<file path="src/davo_pkg.sv">
// Shared constants for the delta angle and delta velocity output block.
package davo_pkg;

  // Register offsets; each 16-bit register spans an even and the next odd address.
  localparam logic [6:0] DAVO_X_ANGLE_LOW  = 7'h24;  // X angle step, bits 15..0.
  localparam logic [6:0] DAVO_X_ANGLE_HIGH = 7'h26;  // X angle step, bits 31..16.
  localparam logic [6:0] DAVO_Y_ANGLE_LOW  = 7'h28;  // Y angle step, bits 15..0.
  localparam logic [6:0] DAVO_Y_ANGLE_HIGH = 7'h2a;  // Y angle step, bits 31..16.
  localparam logic [6:0] DAVO_Z_ANGLE_LOW  = 7'h2c;  // Z angle step, bits 15..0.
  localparam logic [6:0] DAVO_Z_ANGLE_HIGH = 7'h2e;  // Z angle step, bits 31..16.
  localparam logic [6:0] DAVO_X_SPEED_LOW  = 7'h30;  // X speed step, bits 15..0.
  localparam logic [6:0] DAVO_X_SPEED_HIGH = 7'h32;  // X speed step, bits 31..16.
  localparam logic [6:0] DAVO_Y_SPEED_LOW  = 7'h34;  // Y speed step, bits 15..0.
  localparam logic [6:0] DAVO_Y_SPEED_HIGH = 7'h36;  // Y speed step, bits 31..16.
  localparam logic [6:0] DAVO_Z_SPEED_LOW  = 7'h38;  // Z speed step, bits 15..0.
  localparam logic [6:0] DAVO_Z_SPEED_HIGH = 7'h3a;  // Z speed step, bits 31..16.

  // Result layout.
  localparam int DAVO_RES_W   = 32;  // Width of one delta result.
  localparam int DAVO_WORD_W  = 16;  // Width of one register.
  localparam int DAVO_CHAN_N  = 6;   // Three angle channels then three speed channels.
  localparam int DAVO_DEC_W   = 16;  // Width of the decimation setting.

  // Saturation codes of the 32-bit result, and the answer to an unmapped read.
  localparam logic [31:0] DAVO_RES_MAX = 32'h7fffffff;  // Largest positive result.
  localparam logic [31:0] DAVO_RES_MIN = 32'h80000000;  // Negative full scale.
  localparam logic [15:0] DAVO_WORD_ZERO = 16'h0000;    // Answer to an unmapped read.

  // Sample timing.
  localparam int DAVO_CLK_HZ     = 40_000_000;  // Rate of ref_clk in hertz.
  localparam int DAVO_SAMPLE_SPS = 2000;        // Nominal internal sample rate.
  localparam int DAVO_SAMPLE_CYC = DAVO_CLK_HZ / DAVO_SAMPLE_SPS;  // Clock cycles per sample.

  // Selectable full-scale delta angle ranges in degrees.
  localparam int DAVO_RANGE_A = 360;   // Lowest range model.
  localparam int DAVO_RANGE_B = 720;   // Middle range model.
  localparam int DAVO_RANGE_C = 2160;  // Highest range model.

  // Full-scale delta speed in metres per second.
  localparam int DAVO_SPEED_RANGE = 400;

endpackage

</file>
<file path="src/davo_core.sv">
// Delta angle and delta speed outputs: sample timing, six integrators and the register read port.
`timescale 1ns/1ps
// What this block does
// - Speed: sum sample pairs, scale by 1/(2fs)
// - Span length is decimation setting plus one
// - Internal sample tick runs at 2000 SPS
// - Two 16-bit speed registers form 32 bits
// - Angle high word two's complement, range/2^15
// - Angle low register holds result bits 15..0
// - 16-bit codes saturate at 0x7fff, 0x8000
// - 32-bit codes saturate at 0x7fffffff, 0x80000000
// - Speed high word covers plus minus 400
// - Speed low word adds sixteen finer bits
// - Result is change between consecutive updates
// - Angle uses same trapezoid on gyro samples
// - Angle range fixed by model: 360/720/2160
module davo_core
  import davo_pkg::*;
#(
  parameter int SAMPLE_W    = 24,               // Width of each incoming sample.
  parameter int SAMPLE_DIV  = DAVO_SAMPLE_CYC,  // Clock cycles per internal sample.
  parameter int ANGLE_RANGE = DAVO_RANGE_A      // Full-scale delta angle of this model.
)
(
  input  wire logic                        ref_clk,             // Block clock, 40 MHz.
  input  wire logic                        rstn,                // Asynchronous reset, active low.
  input  wire logic signed [SAMPLE_W-1:0]  gyro_x,              // X rate sample.
  input  wire logic signed [SAMPLE_W-1:0]  gyro_y,              // Y rate sample.
  input  wire logic signed [SAMPLE_W-1:0]  gyro_z,              // Z rate sample.
  input  wire logic signed [SAMPLE_W-1:0]  accel_x,             // X acceleration sample.
  input  wire logic signed [SAMPLE_W-1:0]  accel_y,             // Y acceleration sample.
  input  wire logic signed [SAMPLE_W-1:0]  accel_z,             // Z acceleration sample.
  input  wire logic        [DAVO_DEC_W-1:0] decimation_setting, // Samples per output, minus one.
  input  wire logic                        rd_en,               // Register read strobe.
  input  wire logic        [6:0]           rd_addr,             // Register read address.
  output logic             [DAVO_WORD_W-1:0] rd_data_r,         // Registered read data.
  input  wire logic                        wr_en,               // Register write strobe.
  input  wire logic        [6:0]           wr_addr,             // Register write address.
  input  wire logic        [DAVO_WORD_W-1:0] wr_data,           // Register write data.
  output logic                             data_ready_pin,      // One-cycle pulse per new result.
  output logic             [DAVO_RES_W-1:0] sample_tick_count   // Internal samples since reset.
);

  localparam int DIV_W = $clog2(SAMPLE_DIV + 1);  // Width of the sample divider.
  localparam logic [DIV_W-1:0] DIV_LAST = DIV_W'(SAMPLE_DIV - 1);  // Last divider count.
  localparam logic [DIV_W-1:0] DIV_ZERO = '0;  // Divider restart value.

  logic [DIV_W-1:0]      div_r;         // Clock counter inside one sample period.
  logic [DIV_W-1:0]      div_nxt;       // Next divider value.
  logic                  tick;          // One pulse per internal sample.
  logic [DAVO_DEC_W-1:0] span_cnt_r;    // Samples already taken in the current span.
  logic [DAVO_DEC_W-1:0] span_cnt_nxt;  // Next span count.
  logic                  span_first;    // Current tick opens a span.
  logic                  span_last;     // Current tick closes a span.
  logic                  ready_r;       // Registered ready pulse.
  logic                  ready_nxt;     // Next ready pulse.
  logic [DAVO_RES_W-1:0] tick_cnt_r;    // Free-running sample counter.
  logic [DAVO_RES_W-1:0] tick_cnt_nxt;  // Next sample counter.
  logic [DAVO_WORD_W-1:0] rd_data_nxt;  // Next read data.
  logic signed [SAMPLE_W-1:0] samples [DAVO_CHAN_N];  // Channel inputs, angles first.
  logic [DAVO_RES_W-1:0] results [DAVO_CHAN_N];       // Channel results, angles first.

  assign samples[0] = gyro_x;
  assign samples[1] = gyro_y;
  assign samples[2] = gyro_z;
  assign samples[3] = accel_x;
  assign samples[4] = accel_y;
  assign samples[5] = accel_z;

  // Divide the clock down to the internal sample rate and frame the decimation span.
  always_comb
  begin
    tick         = (div_r == DIV_LAST);
    div_nxt      = tick ? DIV_ZERO : div_r + 1'b1;
    span_first   = (span_cnt_r == '0);
    // A setting lowered mid-span to or below the current span count closes the span on the next tick.
    span_last    = (span_cnt_r >= decimation_setting);
    span_cnt_nxt = span_cnt_r;
    tick_cnt_nxt = tick_cnt_r;
    if (tick)
    begin
      span_cnt_nxt = span_last ? '0 : span_cnt_r + 1'b1;
      tick_cnt_nxt = tick_cnt_r + 1'b1;
    end
    ready_nxt = tick && span_last;
  end

  // Register the timing state.
  always_ff @(posedge ref_clk or negedge rstn)
  begin
    if (!rstn)
    begin
      div_r      <= '0;
      span_cnt_r <= '0;
      ready_r    <= 1'b0;
      tick_cnt_r <= '0;
    end
    else
    begin
      div_r      <= div_nxt;
      span_cnt_r <= span_cnt_nxt;
      ready_r    <= ready_nxt;
      tick_cnt_r <= tick_cnt_nxt;
    end
  end

  assign data_ready_pin    = ready_r;
  assign sample_tick_count = tick_cnt_r;

  // One integrator per channel; every channel closes its span on the same tick.
  generate
    for (genvar ch = 0; ch < DAVO_CHAN_N; ch++)
    begin : g_chan
      davo_trap_acc #(
        .SAMPLE_W (SAMPLE_W)
      ) u_acc (
        .ref_clk    (ref_clk),
        .rstn       (rstn),
        .tick       (tick),
        .span_first (span_first),
        .span_last  (span_last),
        .sample_in  (samples[ch]),
        .result_r   (results[ch])
      );
    end
  endgenerate

  // Decode reads; address bit 0 picks the same register, writes never reach the results.
  always_comb
  begin
    rd_data_nxt = rd_data_r;
    if (rd_en)
    begin
      unique case ({rd_addr[6:1], 1'b0})
        DAVO_X_ANGLE_LOW:  rd_data_nxt = results[0][15:0];
        DAVO_X_ANGLE_HIGH: rd_data_nxt = results[0][31:16];
        DAVO_Y_ANGLE_LOW:  rd_data_nxt = results[1][15:0];
        DAVO_Y_ANGLE_HIGH: rd_data_nxt = results[1][31:16];
        DAVO_Z_ANGLE_LOW:  rd_data_nxt = results[2][15:0];
        DAVO_Z_ANGLE_HIGH: rd_data_nxt = results[2][31:16];
        DAVO_X_SPEED_LOW:  rd_data_nxt = results[3][15:0];
        DAVO_X_SPEED_HIGH: rd_data_nxt = results[3][31:16];
        DAVO_Y_SPEED_LOW:  rd_data_nxt = results[4][15:0];
        DAVO_Y_SPEED_HIGH: rd_data_nxt = results[4][31:16];
        DAVO_Z_SPEED_LOW:  rd_data_nxt = results[5][15:0];
        DAVO_Z_SPEED_HIGH: rd_data_nxt = results[5][31:16];
        default:           rd_data_nxt = DAVO_WORD_ZERO;
      endcase
    end
  end

  // Register the read data; write strobes have no path here.
  always_ff @(posedge ref_clk or negedge rstn)
  begin
    if (!rstn)
    begin
      rd_data_r <= '0;
    end
    else
    begin
      rd_data_r <= rd_data_nxt;
    end
  end

  // The range parameter must name one of the model ranges.
  chk_angle_range: assert property (@(posedge ref_clk) disable iff (!rstn)
    (ANGLE_RANGE == DAVO_RANGE_A) || (ANGLE_RANGE == DAVO_RANGE_B) || (ANGLE_RANGE == DAVO_RANGE_C))
    else $error("Angle range parameter is not a model range.");

  // At least four quiet cycles follow every sample tick, so the divider never fires early.
  chk_tick_spacing: assert property (@(posedge ref_clk) disable iff (!rstn)
    tick |=> !tick [*4])
    else $error("Sample ticks come too close together.");

  // The span counter wraps to zero after the closing tick.
  chk_span_wrap: assert property (@(posedge ref_clk) disable iff (!rstn)
    tick && span_last |=> span_cnt_r == '0)
    else $error("Span did not restart after its last sample.");

  // Ready follows every span close by one cycle and lasts one cycle.
  chk_ready_pulse: assert property (@(posedge ref_clk) disable iff (!rstn)
    tick && span_last |=> data_ready_pin ##1 !data_ready_pin)
    else $error("Ready pulse missing or too long.");

  // Results only move in the cycle where ready rises, both halves at once.
  chk_words_together: assert property (@(posedge ref_clk) disable iff (!rstn)
    (results[3] != $past(results[3])) |-> data_ready_pin)
    else $error("Speed result changed outside an update.");

  // The high speed word reads back bits 31..16 of the result.
  chk_read_high: assert property (@(posedge ref_clk) disable iff (!rstn)
    rd_en && (rd_addr == DAVO_X_SPEED_HIGH) && !ready_nxt |=> rd_data_r == results[3][31:16])
    else $error("Speed high word mismatch.");

  // The low angle word reads back bits 15..0 of the result.
  chk_read_low: assert property (@(posedge ref_clk) disable iff (!rstn)
    rd_en && (rd_addr == DAVO_Y_ANGLE_LOW) && !ready_nxt |=> rd_data_r == results[1][15:0])
    else $error("Angle low word mismatch.");

  // A write with no read leaves the read data unchanged.
  chk_write_ignored: assert property (@(posedge ref_clk) disable iff (!rstn)
    wr_en && !rd_en |=> rd_data_r == $past(rd_data_r))
    else $error("A write disturbed the read data.");

  // An unmapped read answers zero.
  chk_unmapped_zero: assert property (@(posedge ref_clk) disable iff (!rstn)
    rd_en && (rd_addr < DAVO_X_ANGLE_LOW) |=> rd_data_r == DAVO_WORD_ZERO)
    else $error("Unmapped read did not return zero.");

endmodule

</file>
<file path="src/davo_trap_acc.sv">
// One channel of trapezoidal accumulation with a saturated 32-bit result.
`timescale 1ns/1ps
module davo_trap_acc
  import davo_pkg::*;
#(
  parameter int SAMPLE_W = 24,                    // Width of one signed sample.
  parameter int ACC_W    = SAMPLE_W + DAVO_DEC_W + 2  // Room for a full span of sums.
)
(
  input  wire logic                       ref_clk,     // Block clock.
  input  wire logic                       rstn,        // Asynchronous reset, active low.
  input  wire logic                       tick,        // One pulse per sample period.
  input  wire logic                       span_first,  // This tick opens a new span.
  input  wire logic                       span_last,   // This tick closes the span.
  input  wire logic signed [SAMPLE_W-1:0] sample_in,   // Current sample, already scaled by 1/fs.
  output logic             [DAVO_RES_W-1:0] result_r   // Latest completed delta result.
);

  logic signed [SAMPLE_W-1:0] prev_r;      // Previous sample, carried across spans.
  logic signed [SAMPLE_W-1:0] prev_nxt;    // Next previous sample.
  logic signed [ACC_W-1:0]    acc_r;       // Running sum of the span.
  logic signed [ACC_W-1:0]    acc_nxt;     // Next running sum.
  logic        [DAVO_RES_W-1:0] result_nxt;  // Next result.
  logic signed [ACC_W-1:0]    term;        // Current sample plus its predecessor.
  logic signed [ACC_W-1:0]    half;        // Span sum halved.

  // Add each sample to its predecessor, sum over the span, halve and saturate at the end.
  always_comb
  begin
    term     = ACC_W'(sample_in) + ACC_W'(prev_r);
    prev_nxt = prev_r;
    acc_nxt  = acc_r;
    result_nxt = result_r;
    if (tick)
    begin
      prev_nxt = sample_in;
      // A new span restarts the sum; the predecessor still comes from the last span.
      acc_nxt  = span_first ? term : acc_r + term;
    end
    half = acc_nxt >>> 1;
    // Clip to the 32-bit code range so overflow never wraps through zero.
    if (half > $signed(ACC_W'(DAVO_RES_MAX)))
    begin
      half = $signed(ACC_W'(DAVO_RES_MAX));
    end
    else if (half < -$signed(ACC_W'(DAVO_RES_MAX)) - 1)
    begin
      half = -$signed(ACC_W'(DAVO_RES_MAX)) - 1;
    end
    if (tick && span_last)
    begin
      result_nxt = half[DAVO_RES_W-1:0];
    end
  end

  // Register the channel state.
  always_ff @(posedge ref_clk or negedge rstn)
  begin
    if (!rstn)
    begin
      prev_r   <= '0;
      acc_r    <= '0;
      result_r <= '0;
    end
    else
    begin
      prev_r   <= prev_nxt;
      acc_r    <= acc_nxt;
      result_r <= result_nxt;
    end
  end

endmodule

</file>
<file path="config.mk">
export PLATFORM = sky130hd
export DESIGN_NAME = davo_core
export DESIGN_NICKNAME = d
export VERILOG_FILES = /design/src/davo_pkg.sv /design/src/davo_core.sv /design/src/davo_trap_acc.sv
export SDC_FILE = /design/constraint.sdc
export NUM_CORES = 2
export LEC_CHECK = 0
export ABC_CLOCK_PERIOD_IN_PS = 17400
export BUFFER_PORTS_ARGS = -buffer_cell sky130_fd_sc_hd__clkbuf_2
export CAP_MARGIN = 20
export CORE_MARGIN = 8
export CORE_UTILIZATION = 40
export DETAILED_ROUTE_END_ITERATION = 6
export HOLD_SLACK_MARGIN = 0.03
export PLACE_DENSITY = 0.52
export SLEW_MARGIN = 20
export SYNTH_ARGS = -nofsm -noshare
export SYNTH_HDL_FRONTEND = slang
export SYNTH_SLANG_ARGS = --single-unit
export TNS_END_PERCENT = 1
</file>
<file path="constraint.sdc">
create_clock -name ref_clk -period 17.4 [get_ports ref_clk]
set_clock_uncertainty 0.1 [all_clocks]
set_input_delay 2.61 -clock ref_clk [delete_from_list [all_inputs] [get_ports ref_clk]]
set_output_delay 2.61 -clock ref_clk [all_outputs]
set_load 0.02 [all_outputs]
</file>
# --- Yosys cells after proc, flatten, opt, wreduce, memory -nomap -nowiden ---
# Cells that the tools add are included.
word_totals:
  ff_bits: 668
  inputBits: 194
  out_inout_bits: 49
  elab_cells: 99
classes:
  n_addsub: 15
  magnitude_cmp: 13
  eq_ne: 13
  mux: 27
  n_reduce_logical: 2
ops:
  columns: ["cell", "n"]
  rows:
  - ["two-way mux 42 bit", 12]
  - ["two-way mux 32 bit", 12]
  - ["adder 42 bit", 6]
  - ["greater-than comparator 41 x 32 -> 1 bit, second input constant", 6]
  - ["less-than comparator 41 x 32 -> 1 bit, second input constant", 6]
  - ["one-hot mux 16 bit (12 select lines)", 1]
  - ["adder 24 x 24 -> 25 bit", 6]
  - ["equality test 6 x 5 -> 1 bit, second input constant", 12]
  - ["adder 32 x 1 -> 32 bit, second input constant", 1]
  - ["adder 16 x 1 -> 16 bit, second input constant", 1]
  - [">= comparator 16 bit", 1]
  - ["logical NOT 16 bit", 1]
  - ["two-way mux 16 bit", 1]
  - ["adder 15 x 1 -> 15 bit, second input constant", 1]
  - ["equality test 15 bit, second input constant", 1]
  - ["two-way mux 15 bit", 1]
  - ["logical AND 1 bit", 1]

# --- Depth between registers and ports, before layout ---
logic_depth:
  word_depth: 7
  ltp_mapped: 28

# --- By module ---
# A second synthesis with hierarchy kept.
hier_totals:
  cells_unflattened: 6270
  hier_area_um2: 54245.8
by_module_without_submodules:
  columns: ["mod", "n_inst", "cells_each", "area_per_inst_um2", "seq_area_each_um2"]
  rows:
  - ["davo_trap_acc (g_chan[2].u_acc ...)", 3, 955, 8144.1, 2452.4]
  - ["davo_trap_acc (g_chan[1].u_acc)", 1, 964, 8396.8, 2452.4]
  - ["davo_trap_acc (g_chan[5].u_acc)", 1, 958, 8310.5, 2452.4]
  - ["davo_trap_acc (g_chan[0].u_acc)", 1, 945, 8010.2, 2452.4]
  - ["davo_core", 1, 538, 5096.1, 2001.9]

# --- Worst setup path after synthesis ---
# OpenSTA, ideal clock, no wires.
synth_path:
  kind: "in2reg"
  start: "input accel_x[0]"
  end: "register g_chan[3].u_acc.result_r[16]"
  setup_time_ns: 0.124
  arrival_time_ns: 8.232
  slack_ns: 8.944
  path_stages: 28
  path_cell_list: "ha_1 -> inv_1 -> fa_1 -> nor2b_1 -> o21ai_1 -> a21oi_2 -> o41ai_1 -> o21ai_1 -> a2111oi_0 -> nor2_1 -> a311o_1 -> a21oi_1 -> xnor2_1 -> ha_1 -> nand2_1 -> nor3_2 -> nand4_1 -> a211oi_1 -> nand3b_1 -> a31oi_2 -> mux2i_1 -> o32ai_1 -> inv_1 -> or4b_1 -> or4_1 -> o31ai_4 -> buf_4 -> a21oi_1"
synth_via:
  elab_chain_len: 7
  word_cells_on_any_way: 8
  classes_between: "add/sub: 2; order compare: 2; mux: 4"
synth_rtl:
  columns: ["element", "line_no", "text"]
  rows:
  - ["start: declaration", "davo_core.sv:30", "input wire logic signed [SAMPLE_W-1:0] accel_x,"]
  - ["adder 24 x 24 -> 25 bit *", "davo_trap_acc.sv:30", "term = ACC_W'(sample_in) + ACC_W'(prev_r);"]
  - ["adder 42 bit", "davo_trap_acc.sv:38", "acc_nxt = span_first ? term : acc_r + term;"]
  - ["two-way mux 42 bit *", "davo_trap_acc.sv:38", null]
  - ["two-way mux 42 bit *", "davo_trap_acc.sv:34", "if (tick)"]
  - ["via g_chan[3].u_acc.acc_nxt[36]", "davo_trap_acc.sv:22", "logic signed [ACC_W-1:0] acc_nxt;"]
  - ["less-than comparator 41 x 32 -> 1 bit", "davo_trap_acc.sv:46", "else if (half < -$signed(ACC_W'(DAVO_RES_MAX)) - 1)"]
  - ["two-way mux 32 bit", "davo_trap_acc.sv:46", null]
  - ["two-way mux 32 bit *", "davo_trap_acc.sv:42", "if (half > $signed(ACC_W'(DAVO_RES_MAX)))"]
  - ["end signal: assignment", "davo_trap_acc.sv:69", "result_r <= result_nxt;"]
  - ["end: declaration", "davo_trap_acc.sv:16", "output logic [DAVO_RES_W-1:0] result_r"]
# Mark *: on every way through the listed nets, which the timed path passes. The rest lies on a longest branch.
# A chain may end at the register's enable or synchronous reset.

# --- Worst setup path after layout ---
layout_path:
  start: "input accel_x[0]"
  end: "register g_chan[3].u_acc.result_r[19]"
# Same word-level chain as after synthesis.

==> qor.txt <==
Status: complete, no violations
Slowest CP cell: a2111oi_0
H-Tree Depth: 3
Largest net degree at the start of global routing: 143
Post-DP HPWL: 114,000 um
Fillers: 12,600
Syn Std Cell Area: 50,400 um^2
Slew Viols, Final: 0
Chip Height: 371 um
DRT Pass-1 Iters: 5
Die W: 371 um
Final nets: 6,838
#FFs+latches synth: 668
Largest family of logic cells by synthesized area: compound AO/OA/AOI/OAI gates
Layout area overhead: 10.9%
Endpoint class of the critical path: register
Sum of negative setup slack: 0 ps
Worst R2R Setup Slack: 9780 ps
Compound-Gate Fraction of Synth Area: 24.9%
F_max: 0.108 GHz
GRT Residual Overflow: 0
Share of layout cells above drive strength 1: 8.83%
Post_cts resized: 0
Antenna Violating Nets Remaining: 0
Simple-Gate Fraction of Synth Area: 19.1%
Number of clock sinks: 668
Worst hold path type: reg -> reg
Asr flop ratio synth: 100%
GR Util met2: 32.5%
Final RePlAce weighted congestion: 0.905
Total CTS buffers: 86
Distinct cells, synth: 112
CTS Hold Bufs: 0
Antenna violations before repair: 11
Critical Path Max Stage Delay: 560 ps
Std-Cell Rows: 130
Initial core utilization: 40.2%
Most frequent cells in the layout: nand2_1, dfrtp_1, a21oi_1
First-pass GRT wire length: 247,000 um
GR peak layer: met1
DP Cell Count: 7,780
Die footprint: 138,000 um^2
CP startpoint kind: input pin
Average cell area after synthesis: 8.21 um^2
Post-Synth XOR/XNOR Area: 6.21%
Setup Fix Bufs, Post-CTS: 0
DRC viols: 0
Layout Cells excl Fill: 7,940
Slew HR: 25.3%
Adder-Cell Fraction of Synth Area: 10.8%
Clock tree buffer depth: 3
Hold Vio Cnt, Final: 0
Worst Path Required: 17,840 ps
Cell count after synthesis: 6,136
RSZ-0062 raised after global routing: false
Multiplexer share of the synthesized area: 1.96%
Gr usage total: 22.1%
Synth area leader: dfrtp_1
Tmin final: 9280 ps
DR WL/cell: 19.7 um
Final setup fails: 0
Ys Warns: 0
Final Cycle Share: 53.3%
Clock root cell: clkbuf_16
# IOs: 243
Vias per cell: 5.65
LEAKAGE: 25.6 nW
Critical-path maximum fanout: 31
Initial drt markers: 3,300
Register area share after synthesis: 33.2%
Post-synth top area share: 33.2%
Worst VDD drop: 0.0754 mV
CTS tree: built
Vias in the first global route: 43,000
EDFF count, synth: 0
Ranking of synthesized cells by area: dfrtp_1, ha_1, nand2_1
Final wirelength: 157,000 um
CP arrival: 9720 ps
Via count: 44,800
Power Density: 78.9 nW/um^2
Most common cell after layout, fill and taps aside: nand2_1
Critical path class: in -> reg
Met1 GRT Util: 33.0%
Max cap viols: 0
Clk_lat worst skew: 690 ps
Slew at the pin with the worst max-slew slack: 1120 ps
Worst-path clk slew: 60 ps
Prevailing post-synth register cell: dfrtp_1
Syn nets: 6,756
Met3 capacity usage during global routing: 3.88%
IO buf count: 217
Total core area: 125,000 um^2
==> per-stage QoR <==
step | instance area (um^2) | total power [mW] | utilization (%) | worst slack [ps] | hold WS [ps]
2_1_floorplan | 50400 | 2.30 | - | 8940 | 340
3_3_place_gp | 52900 | 2.53 | 42.2 | 7480 | 353
3_5_place_dp | 52900 | 2.53 | 42.2 | 7490 | 367
4_1_cts | 55800 | 4.46 | 44.6 | 8170 | 376
5_1_grt | 55800 | 4.64 | 44.6 | 7450 | 389
6_report | 55800 | 4.41 | 44.6 | 8120 | 373
==> cells in the mapped netlist, types with 91 or more instances <==
cell,number
nand2_1,988
dfrtp_1,668
a21oi_1,609
nor2_1,598
ha_1,414
o21ai_0,386
xnor2_1,222
inv_1,211
a21o_1,208
clkbuf_1,203
xor2_1,135
nand3_1,105
a31oi_1,91
==> sequential cells by signal, summed over array words and instances, names as in the netlist <==
name,cells
data_ready_pin,1
g_chan.u_acc.result_r,192
div_r,15
g_chan.u_acc.acc_r,252
rd_data_r,16
sample_tick_count,32
g_chan.u_acc.prev_r,144
span_cnt_r,16
==> cells by family after synthesis <==
group | count (synthesis)
AOI/OAI and AO/OA | 1928
xor gates and xnor gates | 357
adders and majority gates | 426
buffers and inverters | 485
DFF | 668
muxes | 87
and+or+nand+nor | 2185
==> critical path: cells and delay by family <==
kind	cells	cell delay, ps
compound gates	12	3160
simple gates	8	2180
fa+ha+maj	3	760
buf+inv	4	630
xor+xnor	1	170
mux	1	150
==> per-layer routing <==
| metal | part of all wire (%) | vias up | wire [um] |
|---|---|---|---|
| met5 | 0.045 | - | 70 |
| met4 | 2.9 | 6 | 4550 |
| met3 | 5.9 | 203 | 9190 |
| met2 | 41 | 1052 | 64900 |
| met1 | 50 | 21400 | 77900 |
| li1 | - | 22200 | - |
==> final cells by class <==
type | count | area, um^2 | area share, %
Antenna cell | 3 | 7.51 | 0.0134
Clock buffer | 118 | 2430 | 4.36
Clock inverter | 39 | 527 | 0.943
Inverter | 212 | 801 | 1.43
Multi-Input combinational cell | 4983 | 31800 | 56.9
Sequential cell | 668 | 16700 | 29.9
Tap cell | 1650 | 2060 | 3.70
Timing Repair Buffer | 267 | 1500 | 2.69
==> report_power, final <==
group	switching, mW	internal (mW)	leakage (nW)
Combinational	0.571	0.380	16.5
Clock	0.758	1.13	1.44
Sequential	0.00508	1.56	7.61
Total	1.33	3.07	25.6
==> final timing paths <==
path                                      startpoint                      endpoint  depth (start not counted)
hold reg to reg                sample_tick_count[31]         sample_tick_count[31]                          1
setup reg to reg           g_chan[3].u_acc.prev_r[0]  g_chan[3].u_acc.result_r[19]                         28
min in group asynchronous                       rstn     g_chan[0].u_acc.prev_r[5]                          1
max in group asynchronous                       rstn    g_chan[2].u_acc.prev_r[12]                          4
hold / removal                 sample_tick_count[31]         sample_tick_count[31]                          1
setup / recovery                          accel_x[0]  g_chan[3].u_acc.result_r[19]                         29
No activity file was read; power rests on OpenSTA's default activity.
